===== src/rtl/pmt8_pkg.sv =====
// Package for the 8-bit period match timer: register map, fields, resets.
// Assumes a 32-bit APB slave with each register on an aligned word.
package pmt8_pkg;

    // ==========================================================
    // Register byte offsets
    localparam logic [7:0] PMT8_OFS_COUNTER = 8'h00;
    localparam logic [7:0] PMT8_OFS_LIMIT   = 8'h04;
    localparam logic [7:0] PMT8_OFS_CONTROL = 8'h08;
    localparam logic [7:0] PMT8_OFS_STATUS  = 8'h0c;
    localparam logic [7:0] PMT8_OFS_MASK    = 8'h10;

    // ==========================================================
    // Control field positions
    localparam int PMT8_CKPS_LSB  = 0;
    localparam int PMT8_RUN_BIT   = 2;
    localparam int PMT8_OUTPS_LSB = 3;
    localparam int PMT8_OUTPS_MSB = 6;

    // ==========================================================
    // Reset values
    localparam logic [7:0] PMT8_COUNTER_RST = 8'h00;
    localparam logic [7:0] PMT8_LIMIT_RST   = 8'hff;
    localparam logic [6:0] PMT8_CONTROL_RST = 7'h00;

    // ==========================================================
    // Instruction clock is the system clock divided by this plus one
    localparam logic [1:0] PMT8_ICLK_DIV_M1 = 2'h3;
    // Prescale terminal counts (ratio minus one)
    localparam logic [3:0] PMT8_PRE_1_M1  = 4'h0;
    localparam logic [3:0] PMT8_PRE_4_M1  = 4'h3;
    localparam logic [3:0] PMT8_PRE_16_M1 = 4'hf;

endpackage


===== src/rtl/pmt8_divider.sv =====
// Clearable event divider: emits one pulse every (ratio_m1 + 1) input pulses.
// Assumes tick is a one-cycle pulse in the clk domain.
`timescale 1ns/1ps
module pmt8_divider (
    // Clock and reset
    input  wire logic       clk,
    input  wire logic       rst_n,
    // Control
    input  wire logic       clr,
    input  wire logic [3:0] ratio_m1,
    // Events
    input  wire logic       tick,
    output logic            pulse
);
    logic [3:0] cnt_q;

    // Clear wins over a tick in the same cycle
    always_ff @(posedge clk or negedge rst_n) begin
        if (!rst_n) begin
            cnt_q <= 4'h0;
        end else if (clr) begin
            cnt_q <= 4'h0;
        end else if (tick) begin
            cnt_q <= (cnt_q >= ratio_m1) ? 4'h0 : cnt_q + 4'h1;
        end
    end

    assign pulse = tick && !clr && (cnt_q >= ratio_m1);
endmodule // pmt8_divider


===== src/rtl/pmt8_timer.sv =====
// Top of the 8-bit period match timer with APB register access.
// Assumes a single 125 MHz clock and inputs synchronous to it.
`timescale 1ns/1ps
// Contract
// - Count clock is only the instruction clock, system clock divided by four.
// - Prescaler divides by 1, 4 or 16; each output increments counter.
// - Period counter and period limit are eight-bit registers.
// - Counter and limit are compared continuously; equality raises match.
// - Counter counts up from zero, returns to zero on increment after match.
// - Each match advances postscaler dividing by one to sixteen.
// - Each postscaler output sets the match flag.
// - Software reads and writes counter and limit at any time.
// - Reset loads counter with zero and limit with all ones.
// - Run bit one starts the timer, zero stops it.
// - Control register fields select prescale and postscale ratios.
// - Writing the counter clears prescaler and postscaler counts.
// - Writing control clears prescaler and postscaler, keeps counter.
// - Every reset clears prescaler and postscaler counts.
// - Control writes never alter the period counter.
// - Output divider field bits six to three give ratio of value plus one.
module pmt8_timer
    import pmt8_pkg::*;
(
    // Clock and reset
    input  wire logic        clk,
    input  wire logic        rst_n,
    // APB slave
    input  wire logic        psel,
    input  wire logic        penable,
    input  wire logic        pwrite,
    input  wire logic [7:0]  paddr,
    input  wire logic [31:0] pwdata,
    input  wire logic [3:0]  pstrb,
    output logic [31:0]      prdata,
    output logic             pready,
    output logic             pslverr,
    // Interrupt
    output logic             irq
);
    // ==========================================================
    // State
    logic [7:0]  counter_q;
    logic [7:0]  limit_q;
    logic [6:0]  control_q;
    logic        flag_q;
    logic        mask_q;
    logic [1:0]  iclk_q;
    logic        irq_q;
    logic [31:0] prdata_q;
    logic        pready_q;
    logic        pslverr_q;

    // ==========================================================
    // Bus decode
    logic        access;
    logic        wr_en;
    logic        wr_counter;
    logic        wr_limit;
    logic        wr_control;
    logic        wr_status;
    logic        wr_mask;
    logic        mapped;

    // Act in the first access cycle, answer in the next; pready registered, so one wait
    assign access = psel && penable && !pready_q;
    assign wr_en  = access && pwrite && pstrb[0];
    assign mapped = (paddr == PMT8_OFS_COUNTER) || (paddr == PMT8_OFS_LIMIT) ||
                    (paddr == PMT8_OFS_CONTROL) || (paddr == PMT8_OFS_STATUS) ||
                    (paddr == PMT8_OFS_MASK);
    assign wr_counter = wr_en && (paddr == PMT8_OFS_COUNTER);
    assign wr_limit   = wr_en && (paddr == PMT8_OFS_LIMIT);
    assign wr_control = wr_en && (paddr == PMT8_OFS_CONTROL);
    assign wr_status  = wr_en && (paddr == PMT8_OFS_STATUS);
    assign wr_mask    = wr_en && (paddr == PMT8_OFS_MASK);

    // ==========================================================
    // Control fields
    logic       run;
    logic [1:0] ckps;
    logic [3:0] outps;
    logic [3:0] pre_m1;

    assign run   = control_q[PMT8_RUN_BIT];
    assign ckps  = control_q[PMT8_CKPS_LSB +: 2];
    assign outps = control_q[PMT8_OUTPS_MSB:PMT8_OUTPS_LSB];

    always_comb begin
        case (ckps)
            2'b00:   pre_m1 = PMT8_PRE_1_M1;
            2'b01:   pre_m1 = PMT8_PRE_4_M1;
            default: pre_m1 = PMT8_PRE_16_M1;
        endcase
    end

    // ==========================================================
    // Instruction clock tick
    logic iclk_tick;
    // Free running so stopping the timer cannot shift its phase
    always_ff @(posedge clk or negedge rst_n) begin
        if (!rst_n) begin
            iclk_q <= 2'h0;
        end else begin
            iclk_q <= iclk_q + 2'h1;
        end
    end
    assign iclk_tick = (iclk_q == PMT8_ICLK_DIV_M1) && run;

    // ==========================================================
    // Prescaler and postscaler
    logic scaler_clr;
    logic pre_pulse;
    logic match;
    logic match_tick;
    logic post_pulse;

    // Reset clears them through rst_n as well
    assign scaler_clr = wr_counter || wr_control;

    pmt8_divider u_prescaler (
        .clk      (clk),
        .rst_n    (rst_n),
        .clr      (scaler_clr),
        .ratio_m1 (pre_m1),
        .tick     (iclk_tick),
        .pulse    (pre_pulse)
    );

    assign match      = (counter_q == limit_q);
    assign match_tick = pre_pulse && match;

    pmt8_divider u_postscaler (
        .clk      (clk),
        .rst_n    (rst_n),
        .clr      (scaler_clr),
        .ratio_m1 (outps),
        .tick     (match_tick),
        .pulse    (post_pulse)
    );

    // ==========================================================
    // Period counter and limit
    always_ff @(posedge clk or negedge rst_n) begin
        if (!rst_n) begin
            counter_q <= PMT8_COUNTER_RST;
        end else if (wr_counter) begin
            counter_q <= pwdata[7:0];
        end else if (pre_pulse) begin
            counter_q <= match ? PMT8_COUNTER_RST : counter_q + 8'h01;
        end
    end // control writes do not reach this register

    always_ff @(posedge clk or negedge rst_n) begin
        if (!rst_n) begin
            limit_q <= PMT8_LIMIT_RST;
        end else if (wr_limit) begin
            limit_q <= pwdata[7:0];
        end
    end

    always_ff @(posedge clk or negedge rst_n) begin
        if (!rst_n) begin
            control_q <= PMT8_CONTROL_RST;
        end else if (wr_control) begin
            control_q <= pwdata[6:0];
        end
    end

    // ==========================================================
    // Match flag, mask and interrupt
    // Set wins over a write-one clear in the same cycle
    always_ff @(posedge clk or negedge rst_n) begin
        if (!rst_n) begin
            flag_q <= 1'b0;
        end else if (post_pulse) begin
            flag_q <= 1'b1;
        end else if (wr_status && pwdata[0]) begin
            flag_q <= 1'b0;
        end
    end

    always_ff @(posedge clk or negedge rst_n) begin
        if (!rst_n) begin
            mask_q <= 1'b0;
        end else if (wr_mask) begin
            mask_q <= pwdata[0];
        end
    end

    always_ff @(posedge clk or negedge rst_n) begin
        if (!rst_n) begin
            irq_q <= 1'b0;
        end else begin
            irq_q <= flag_q && mask_q;
        end
    end

    // ==========================================================
    // APB answer
    logic [31:0] rd_mux;

    always_comb begin
        case (paddr)
            PMT8_OFS_COUNTER: rd_mux = {24'h000000, counter_q};
            PMT8_OFS_LIMIT:   rd_mux = {24'h000000, limit_q};
            PMT8_OFS_CONTROL: rd_mux = {25'h0000000, control_q};
            PMT8_OFS_STATUS:  rd_mux = {31'h00000000, flag_q};
            PMT8_OFS_MASK:    rd_mux = {31'h00000000, mask_q};
            default:          rd_mux = 32'h00000000;
        endcase
    end

    always_ff @(posedge clk or negedge rst_n) begin
        if (!rst_n) begin
            pready_q  <= 1'b0;
            pslverr_q <= 1'b0;
            prdata_q  <= 32'h00000000;
        end else begin
            pready_q  <= access;
            pslverr_q <= access && !mapped;
            prdata_q  <= (access && !pwrite) ? rd_mux : 32'h00000000;
        end
    end

    assign prdata  = prdata_q;
    assign pready  = pready_q;
    assign pslverr = pslverr_q;
    assign irq     = irq_q;
endmodule // pmt8_timer


===== config.mk =====
export PLATFORM = sky130hd
export DESIGN_NAME = pmt8_timer
export DESIGN_NICKNAME = d
export VERILOG_FILES = /design/src/rtl/pmt8_pkg.sv /design/src/rtl/pmt8_divider.sv /design/src/rtl/pmt8_timer.sv
export SDC_FILE = /design/constraint.sdc
export NUM_CORES = 1
export LEC_CHECK = 0
export BUFFER_PORTS_ARGS = -buffer_cell sky130_fd_sc_hd__buf_2
export CELL_PAD_IN_SITES_DETAIL_PLACEMENT = 2
export CELL_PAD_IN_SITES_GLOBAL_PLACEMENT = 2
export CORE_ASPECT_RATIO = 1.5
export CORE_MARGIN = 10
export CORE_UTILIZATION = 34
export CTS_BUF_LIST = sky130_fd_sc_hd__clkbuf_8 sky130_fd_sc_hd__clkbuf_16
export CTS_CLUSTER_SIZE = 16
export DETAILED_ROUTE_END_ITERATION = 8
export GPL_ROUTABILITY_DRIVEN = 1
export PLACE_DENSITY_LB_ADDON = 0.1
export SYNTH_ARGS = -nofsm -noshare
export SYNTH_HDL_FRONTEND = slang
export SYNTH_SLANG_ARGS = --single-unit

===== constraint.sdc =====
create_clock -name clk -period 6.7 [get_ports clk]
set_input_delay 1.675 -clock clk [delete_from_list [all_inputs] [get_ports clk]]
set_output_delay 1.675 -clock clk [all_outputs]
set_load 0.1 [all_outputs]

After elaboration in Yosys (flattened, before gate mapping)
Index checks and enable logic that the tools add are counted.

storage, ports and cells
  output and inout port bits = 35
  logic and storage cells = 73
  bits in registers = 46

operators by class
  mux-type cells = 14
  reduce and logical (&&, ||, !) cells = 34
  eq/ne operators = 7
  $add $sub $neg = 4
  magnitude comparators = 2

operators with widths
  cell                   count
  $pmux W8 S5            1
  $mux W8                4
  $mux W4                6
  $logic_and A1 B1 Y1    19
  $eq A8 B4 Y1 const B   2
  $add A4 B1 Y4 const B  2
  $add A8 B1 Y8 const B  1
  $eq A8 B3 Y1 const B   1
  $eq A8 B5 Y1 const B   1
  $eq A8 B8 Y1           1
  $ge A4 B4 Y1           2
  $logic_not A8 Y1       1
  $pmux W4 S2            1
  $reduce_bool A2 Y1     4
  $logic_or A1 B1 Y1     5
  $logic_not A1 Y1       4
  $add A2 B1 Y2 const B  1
  $eq A2 B1 Y1 const B   1
  $eq A2 B2 Y1 const B   1
  $logic_not A2 Y1       1
  $mux W1                2

Depth between registers and ports, before layout
Gate-level depths: netlist of the first run.

  depth in word-level cells = 13
  mapped depth = 8
  depth with buffers taken out = 7

Hierarchy
A second synthesis of the first run with hierarchy kept.

unflattened totals
  cells, all modules = 281
  area total of the unflattened synthesis = 2,796.4 um^2

by module, submodules not included
  module        area an instance (um^2)  sequential area each (um^2)  cells each  times used
  pmt8_timer    2,110.8                  960.9                        211         1
  pmt8_divider  342.8                    100.1                        35          2

Least setup slack after synthesis of the first run
Ideal clock, no wire load.

  path kind = input port to flip-flop
  start = input port paddr[1]
  end = register u_prescaler.cnt_q[3]
  setup time = 0.126 ns
  stages on the path = 5
  data arrival time = 2.912 ns
  slack = 3.662 ns
  path buffers = 0
  required time = 6.574 ns
  cell sequence = nor4_4 nand2_2 nor3_4 nor2_1 a221o_1

between the ends
  word-level cells in the longest chain between the ends = 4
  elaborated cells on any way between the ends = 7

ends and longest elaborated chain
  what                                                     line                                source
  from (decl)                                              pmt8_timer.sv:31                    input wire logic [7:0] paddr,
  $eq A8 B4 Y1 / $logic_not A8 Y1 (equally long branches)  pmt8_timer.sv:72, pmt8_timer.sv:70
  $logic_and A1 B1 Y1, on equally long branches            pmt8_timer.sv:72, pmt8_timer.sv:70
  $logic_or A1 B1 Y1 *                                     pmt8_timer.sv:117                   assign scaler_clr = wr_counter || wr_control;
  $mux W4 / $reduce_bool A2 Y1 (equally long branches)     n/a
  to (signal assigned)                                     pmt8_divider.sv:24                  cnt_q <= (cnt_q >= ratio_m1) ? 4'h0 : cnt_q + 4'h1;
  to (decl)                                                pmt8_divider.sv:15                  logic [3:0] cnt_q;

Mark *: on every way between the ends. The rest lies on a longest branch, timed or not.
A chain may end at the register's enable or synchronous reset.

Worst setup path in the final report of the first run
  start = input port paddr[1]
  end = register control_q[0]

between the ends
  word-level cells in the longest chain between the ends = 2

ends and longest elaborated chain
  what                  line               source
  $eq A8 B4 Y1          pmt8_timer.sv:72   assign wr_control = wr_en && (paddr == PMT8_OFS_CONTROL);
  $logic_and A1 B1 Y1   pmt8_timer.sv:72
  to (signal assigned)  pmt8_timer.sv:164  control_q <= pwdata[6:0];
  to (decl)             pmt8_timer.sv:44   logic [6:0] control_q;

No other way between the ends.

==> impl_metrics.tcl, run 1 <==
set metrics [dict create \
    drt-wirelength-per-cell_um 19.6 \
    finalWeightedCongestion 0.779 \
    via_count 2188 \
    num-nets-final 369 \
    min-delay-start "iclk_q[0]" \
    cp-end-kind "register" \
    grt_setup_unrepaired "no" \
    crit_required_ns 6.88 \
    power.switching_mw 0.205 \
    p_int_mw 0.435 \
    hold_viol 0 \
    cp_data_arrival_time_ns 3.69 \
    fmax_mhz 285 \
    synth_top_area_share 0.335 \
    dieWidth_um 94.6 \
    status "finished, final reports clean" \
    gr-total-overflow 0 \
    worst_pin_slew_ns 1.08 \
    grt.total_usage 0.137 \
    synth-main-ff-cell "dfrtp_1" \
    cap_violations 0 \
    synthTopCellsByArea "dfrtp_1 (33%), dfstp_2 (7.4%), buf_4 (6.3%)" \
    rows 40 \
    cts-root-buf "clkbuf_16" \
    die_h_um 132 \
    finalPower_mw 0.639 \
    routed_via_density 5.29 \
    io_buffers 32 \
    avgSynthCellArea_um2 10.2 \
    critPathLaunchType "input pin" \
    synth_area_leader_cell "dfrtp_1" \
    n_antenna_cell 0 \
    rr_startpoint "control_q[1]" \
    yosysMostFrequentCell "dfrtp_1" \
    pwr-share-clk 0.380 \
    core_area_um2 8060 \
    grt_pass1_vias 2539 \
    skew_ns 0.00708 \
    synth_edf_count 0 \
    multi_input_area_um2 1490 \
    synth_seq_cells 46 \
    async_reset_ff_frac 1.00 \
    regArea_um2 1160 \
    yosysSeqAreaShare 0.409 \
    path_class "in2reg" \
    syn_area_um2 2840 \
    path_max_fanout 19 \
    drv_slew 0 \
    fin_crit_ns 3.51 \
    grt_pass1_wl_um 13700 \
    cts.repair.resized 0 \
    grt_start_max_net_pins 47 \
    htreeDepth 2 \
    crit_start "paddr[1]" \
    clock-sinks 46 \
    initialDrtViolationCount 87 \
    cts_tree "done" \
    hpwl_um 6040 \
    fill_cells 889 \
    comb_power_share 0.172 \
    min_period_over_period 0.524 \
    start_util 0.352 \
    cts_setup_buffers 0 \
    yosysUniqueCellTypes 59 \
    dieArea_um2 12500 \
    p_per_area_nw_per_um2 204 \
    antenna_found_initial 0 \
    ys_warn_count 0 \
    insertion_delay_ns 0.30 \
    hold_buffers 0 \
    cellLeakagePower_nw 1.49 \
    drtAntennaViolNets 0 \
    power_frac_seq 0.448 \
    maxSlewHeadroom 0.281 \
    finalSetupTns_ns 0 \
    layout-drive-gt1-share 0.259 \
    first_pass_iters 4 \
    area_growth_pct 10.2 \
    switching_share 0.320 \
    hp-class "reg2reg" \
    drc 0 \
    setup_viol 0 \
    clk_pin_slew_ns 0.07 \
    io_pins 84 \
    synth_commonest_cells "dfrtp_1 (38), nor2_1 (27), buf_4 (24)" \
    max-vdd-ir-drop_v 0.0000893 \
    synth_cells 279 \
    cts_made_buffers 5 \
    cts_buffer_depth 2 \
    drt-total-wl_um 8130 \
]
[logic make-up after synthesis]
logic type,count (synthesis),synth area share
AOI/OAI and AO/OA,48,0.120
other,1,0.00132
DFF,46,0.409
muxes,25,0.101
adders and majority gates,12,0.0529
and+or+nand+nor,94,0.193
buffers and inverters,45,0.0974
xor gates and xnor gates,8,0.0247
[cell type report]
cell class,count,share of cell area
Clock buffer,5,0.0400
Clock inverter,3,0.00440
Inverter,11,0.0132
Multi-Input combinational cell,211,0.476
Sequential cell,46,0.371
Tap cell,105,0.0420
Timing Repair Buffer,33,0.0536
[per-layer routing]
| layer | up-vias | share of wire | GRT usage |
|---|---|---|---|
| met5 | - | 0 | 0 |
| met4 | 0 | 0.012 | 0.0417 |
| met3 | 6 | 0.040 | 0.0331 |
| met2 | 36 | 0.55 | 0.247 |
| met1 | 1129 | 0.40 | 0.150 |
| li1 | 1017 | - | - |
[power by group through the flow]
stage / Clock (mW) / Sequential (mW) / Combinational [mW]
floorplan: 0 / 0.295 / 0.0929
global placement: 0 / 0.291 / 0.108
detailed placement: 0 / 0.292 / 0.110
CTS: 0.252 / 0.287 / 0.110
global route: 0.262 / 0.287 / 0.117
finish: 0.243 / 0.287 / 0.110
[placed cells by master, fill, tap and decap left out, drive strengths merged, types with 2 or more instances in the layout]
cell type | Yosys | final
nand4 | 13 | 13
nor3 | 8 | 8
and2 | 4 | 4
o21ai | 3 | 3
conb | 1 | 24
buf | 30 | 33
or3 | 4 | 4
a21boi | 2 | 2
inv | 11 | 12
mux2i | 7 | 7
nor4 | 4 | 4
nor2b | 4 | 4
dfstp | 8 | 8
mux2 | 17 | 17
nand3 | 8 | 8
clkbuf | 4 | 5
o31ai | 7 | 7
or2 | 3 | 3
a21o | 2 | 2
a31oi | 7 | 7
nand2b | 3 | 3
nand3b | 3 | 3
nand2 | 8 | 8
clkinv | 0 | 2
ha | 12 | 12
dfrtp | 38 | 38
xor2 | 8 | 8
nor2 | 27 | 27
o211ai | 2 | 2
and3 | 2 | 2
a21oi | 12 | 12
[metrics by stage]
step           instance area, µm²  instances  setup slack (ns)  hold slack [ns]   util
2_1_floorplan                2930        302              3.66            0.401      -
3_3_place_gp                 2990        406              2.87            0.413  0.371
3_5_place_dp                 2990        406              2.88            0.429  0.371
4_1_cts                      3130        414              3.18            0.439  0.388
5_1_grt                      3130        414              3.05            0.467  0.388
6_report                     3130        414              3.19            0.428  0.388
[worst max-delay path: stages]
cell     delay, ns
buf_2         0.12
nor4_4        0.33
nand2_2       0.15
nor3_4        0.80
nand2_4       0.25
mux2_4        0.35
[path summary, 6_finish.rpt]
kind | to | slack [ns] | cells past startpoint
min in group asynchronous | control_q[0] | 1.58 | 1
hold reg to reg | iclk_q[0] | 0.43 | 1
max in group asynchronous | control_q[4] | 4.46 | 1
hold / removal | iclk_q[0] | 0.43 | 1
setup / recovery | control_q[0] | 3.19 | 6
setup reg to reg | counter_q[5] | 4.08 | 7
[sequential cells by signal, summed over array words and instances, names as in the netlist]
| signal | count |
|---|---|
| iclk_q | 2 |
| flag_q | 1 |
| pready | 1 |
| irq | 1 |
| u_prescaler.cnt_q | 4 |
| u_postscaler.cnt_q | 4 |
| mask_q | 1 |
| pslverr | 1 |
| prdata | 8 |
| limit_q | 8 |
| control_q | 7 |
| counter_q | 8 |
(Power assumes the default switching activity.)
==> run 2, diff against run 1 <==
--- a/config.mk
+++ b/config.mk
@@ -10,7 +10,7 @@
 export CELL_PAD_IN_SITES_GLOBAL_PLACEMENT = 2
 export CORE_ASPECT_RATIO = 1.5
 export CORE_MARGIN = 10
-export CORE_UTILIZATION = 34
+export CORE_UTILIZATION = 28
 export CTS_BUF_LIST = sky130_fd_sc_hd__clkbuf_8 sky130_fd_sc_hd__clkbuf_16
 export CTS_CLUSTER_SIZE = 16
 export DETAILED_ROUTE_END_ITERATION = 8
==> constraint.sdc (replaced) <==
create_clock -name clk -period 3 [get_ports clk]
set_input_delay 0.75 -clock clk [delete_from_list [all_inputs] [get_ports clk]]
set_output_delay 0.75 -clock clk [all_outputs]
set_load 0.1 [all_outputs]
==> impl_metrics.tcl, run 2 (synthesized netlist as in run 1, its figures left out) <==
set metrics [dict create \
    cts_setup_buffers 0 \
    via_count 2183 \
    cp-end-kind "register" \
    hp-class "reg2reg" \
    drt-total-wl_um 8340 \
    cap_violations 0 \
    cts_tree "done" \
    finalSetupTns_ns 0 \
    gr-total-overflow 0 \
    cts_made_buffers 5 \
    antenna_found_initial 0 \
    comb_power_share 0.170 \
    pwr-share-clk 0.393 \
    path_cells "or2_2 -> ha_1 -> nand2b_1 -> a2111oi_2 -> or3_1 -> buf_4 -> or4_1 -> nand3_1" \
    cp_data_arrival_time_ns 2.65 \
    htreeDepth 2 \
    max-vdd-ir-drop_v 0.000182 \
    skew_ns 0.00888 \
    grt_pass1_wl_um 13500 \
    fmax_mhz 412 \
    maxSlewHeadroom 0.571 \
    power_frac_seq 0.437 \
    num-nets-final 375 \
    cts.repair.resized 0 \
    insertion_delay_ns 0.29 \
    core_area_um2 10000 \
    grt_setup_unrepaired "no" \
    crit_required_ns 3.22 \
    cts_buffer_depth 2 \
    utilization 0.321 \
    clk_pin_slew_ns 0.06 \
    fin_crit_ns 2.43 \
    start_util 0.283 \
    n_antenna_cell 0 \
    layout-drive-gt1-share 0.276 \
    die_h_um 143 \
    drc 0 \
    worst_pin_slew_ns 0.644 \
    dieWidth_um 102 \
    cellLeakagePower_nw 1.52 \
    min_period_over_period 0.810 \
    p_per_area_nw_per_um2 456 \
    first_pass_iters 4 \
    drv_slew 0 \
    path_max_fanout 13 \
    drt-wirelength-per-cell_um 19.3 \
    slowest_delay_ns 0.50 \
    power.switching_mw 0.463 \
    finalWeightedCongestion 0.734 \
    dieArea_um2 14700 \
    critPathLaunchType "register" \
    path_class "reg2reg" \
    grt_pass1_vias 2496 \
    hold_viol 0 \
    setup_viol 0 \
    final_cell_mix "dfrtp_1 (38), buf_2 (32), nor2_1 (27), conb_1 (24), mux2_2 (16)" \
    status "finished, final reports clean" \
    hpwl_um 6340 \
    io_buffers 32 \
    drtAntennaViolNets 0 \
    final_common_cell "dfrtp_1" \
    routed_via_density 5.05 \
    grt_start_max_net_pins 26 \
    critical-path-slowest-cell "or4_1" \
    grt.total_usage 0.120 \
    io_pins 84 \
    p_int_mw 1.00 \
    clock-sinks 46 \
    hold_buffers 0 \
    switching_share 0.316 \
    cts-root-buf "clkbuf_16" \
    initialDrtViolationCount 71 \
    rows 45 \
    area_growth_pct 13.2 \
]
run 2: cell count changes in the layout (fill, tap and decap cells not counted), sizes merged:
cell,delta
buf,+6
clkbuf,+1
clkinv,-1
clkinvlp,+1
inv,-1
run 2: area by class of cell:
type                       instances  area [µm²]
multi-input combinational        211        1490
timing repair buffer              39         225
inverter                          11        41.3
fill                            1151        6810
tap                              117         146
clock buffer                       6         139
sequential                        46        1160
clock inverter                     2        12.5
run 2: worst paths after layout:
path / end / start / slack [ns] / cells past startpoint
max: counter_q[0] / control_q[1] / 0.57 / 8
min in group asynchronous: counter_q[2] / rst_n / 0.48 / 1
max reg2reg: counter_q[0] / control_q[1] / 0.57 / 8
min: iclk_q[0] / iclk_q[0] / 0.42 / 1
max in group asynchronous: limit_q[2] / rst_n / 1.89 / 2
min reg2reg: iclk_q[0] / iclk_q[0] / 0.42 / 1
run 2: power groups by stage:
stage,Combinational [mW],Clock [mW],Sequential (mW)
floorplan,0.207,0,0.659
global placement,0.249,0,0.651
detailed placement,0.252,0,0.652
CTS,0.252,0.606,0.640
global route,0.268,0.623,0.641
finish,0.250,0.576,0.640
run 2: critical path: cells and delay by family, from the launching register on:
kind	cells	cell delay, ns
flip-flops	1	0.43
buffers and inverters	1	0.20
adder cells (fa/ha/maj)	1	0.27
AND/OR/NAND/NOR	5	1.38
AO/OA/AOI/OAI	1	0.08
run 2: metal layers:
| layer | routed length [µm] | vias up | track usage |
|---|---|---|---|
| li1 | - | 1032 | - |
| met5 | 0 | - | 0 |
| met2 | 4520 | 40 | 0.219 |
| met3 | 398 | 5 | 0.0293 |
| met4 | 96 | 0 | 0.0358 |
| met1 | 3330 | 1106 | 0.131 |
run 2: stage by stage:
step / total power [mW] / area (µm²) / cells / setup slack [ns] / hold slack [ns]
floorplan: 0.867 / 2930 / 302 / 0.753 / 0.401
global placement: 0.900 / 3060 / 424 / 0.510 / 0.414
detailed placement: 0.903 / 3060 / 424 / 0.485 / 0.421
CTS: 1.50 / 3210 / 432 / 0.536 / 0.432
global route: 1.53 / 3210 / 432 / 0.459 / 0.461
finish: 1.47 / 3210 / 432 / 0.571 / 0.425
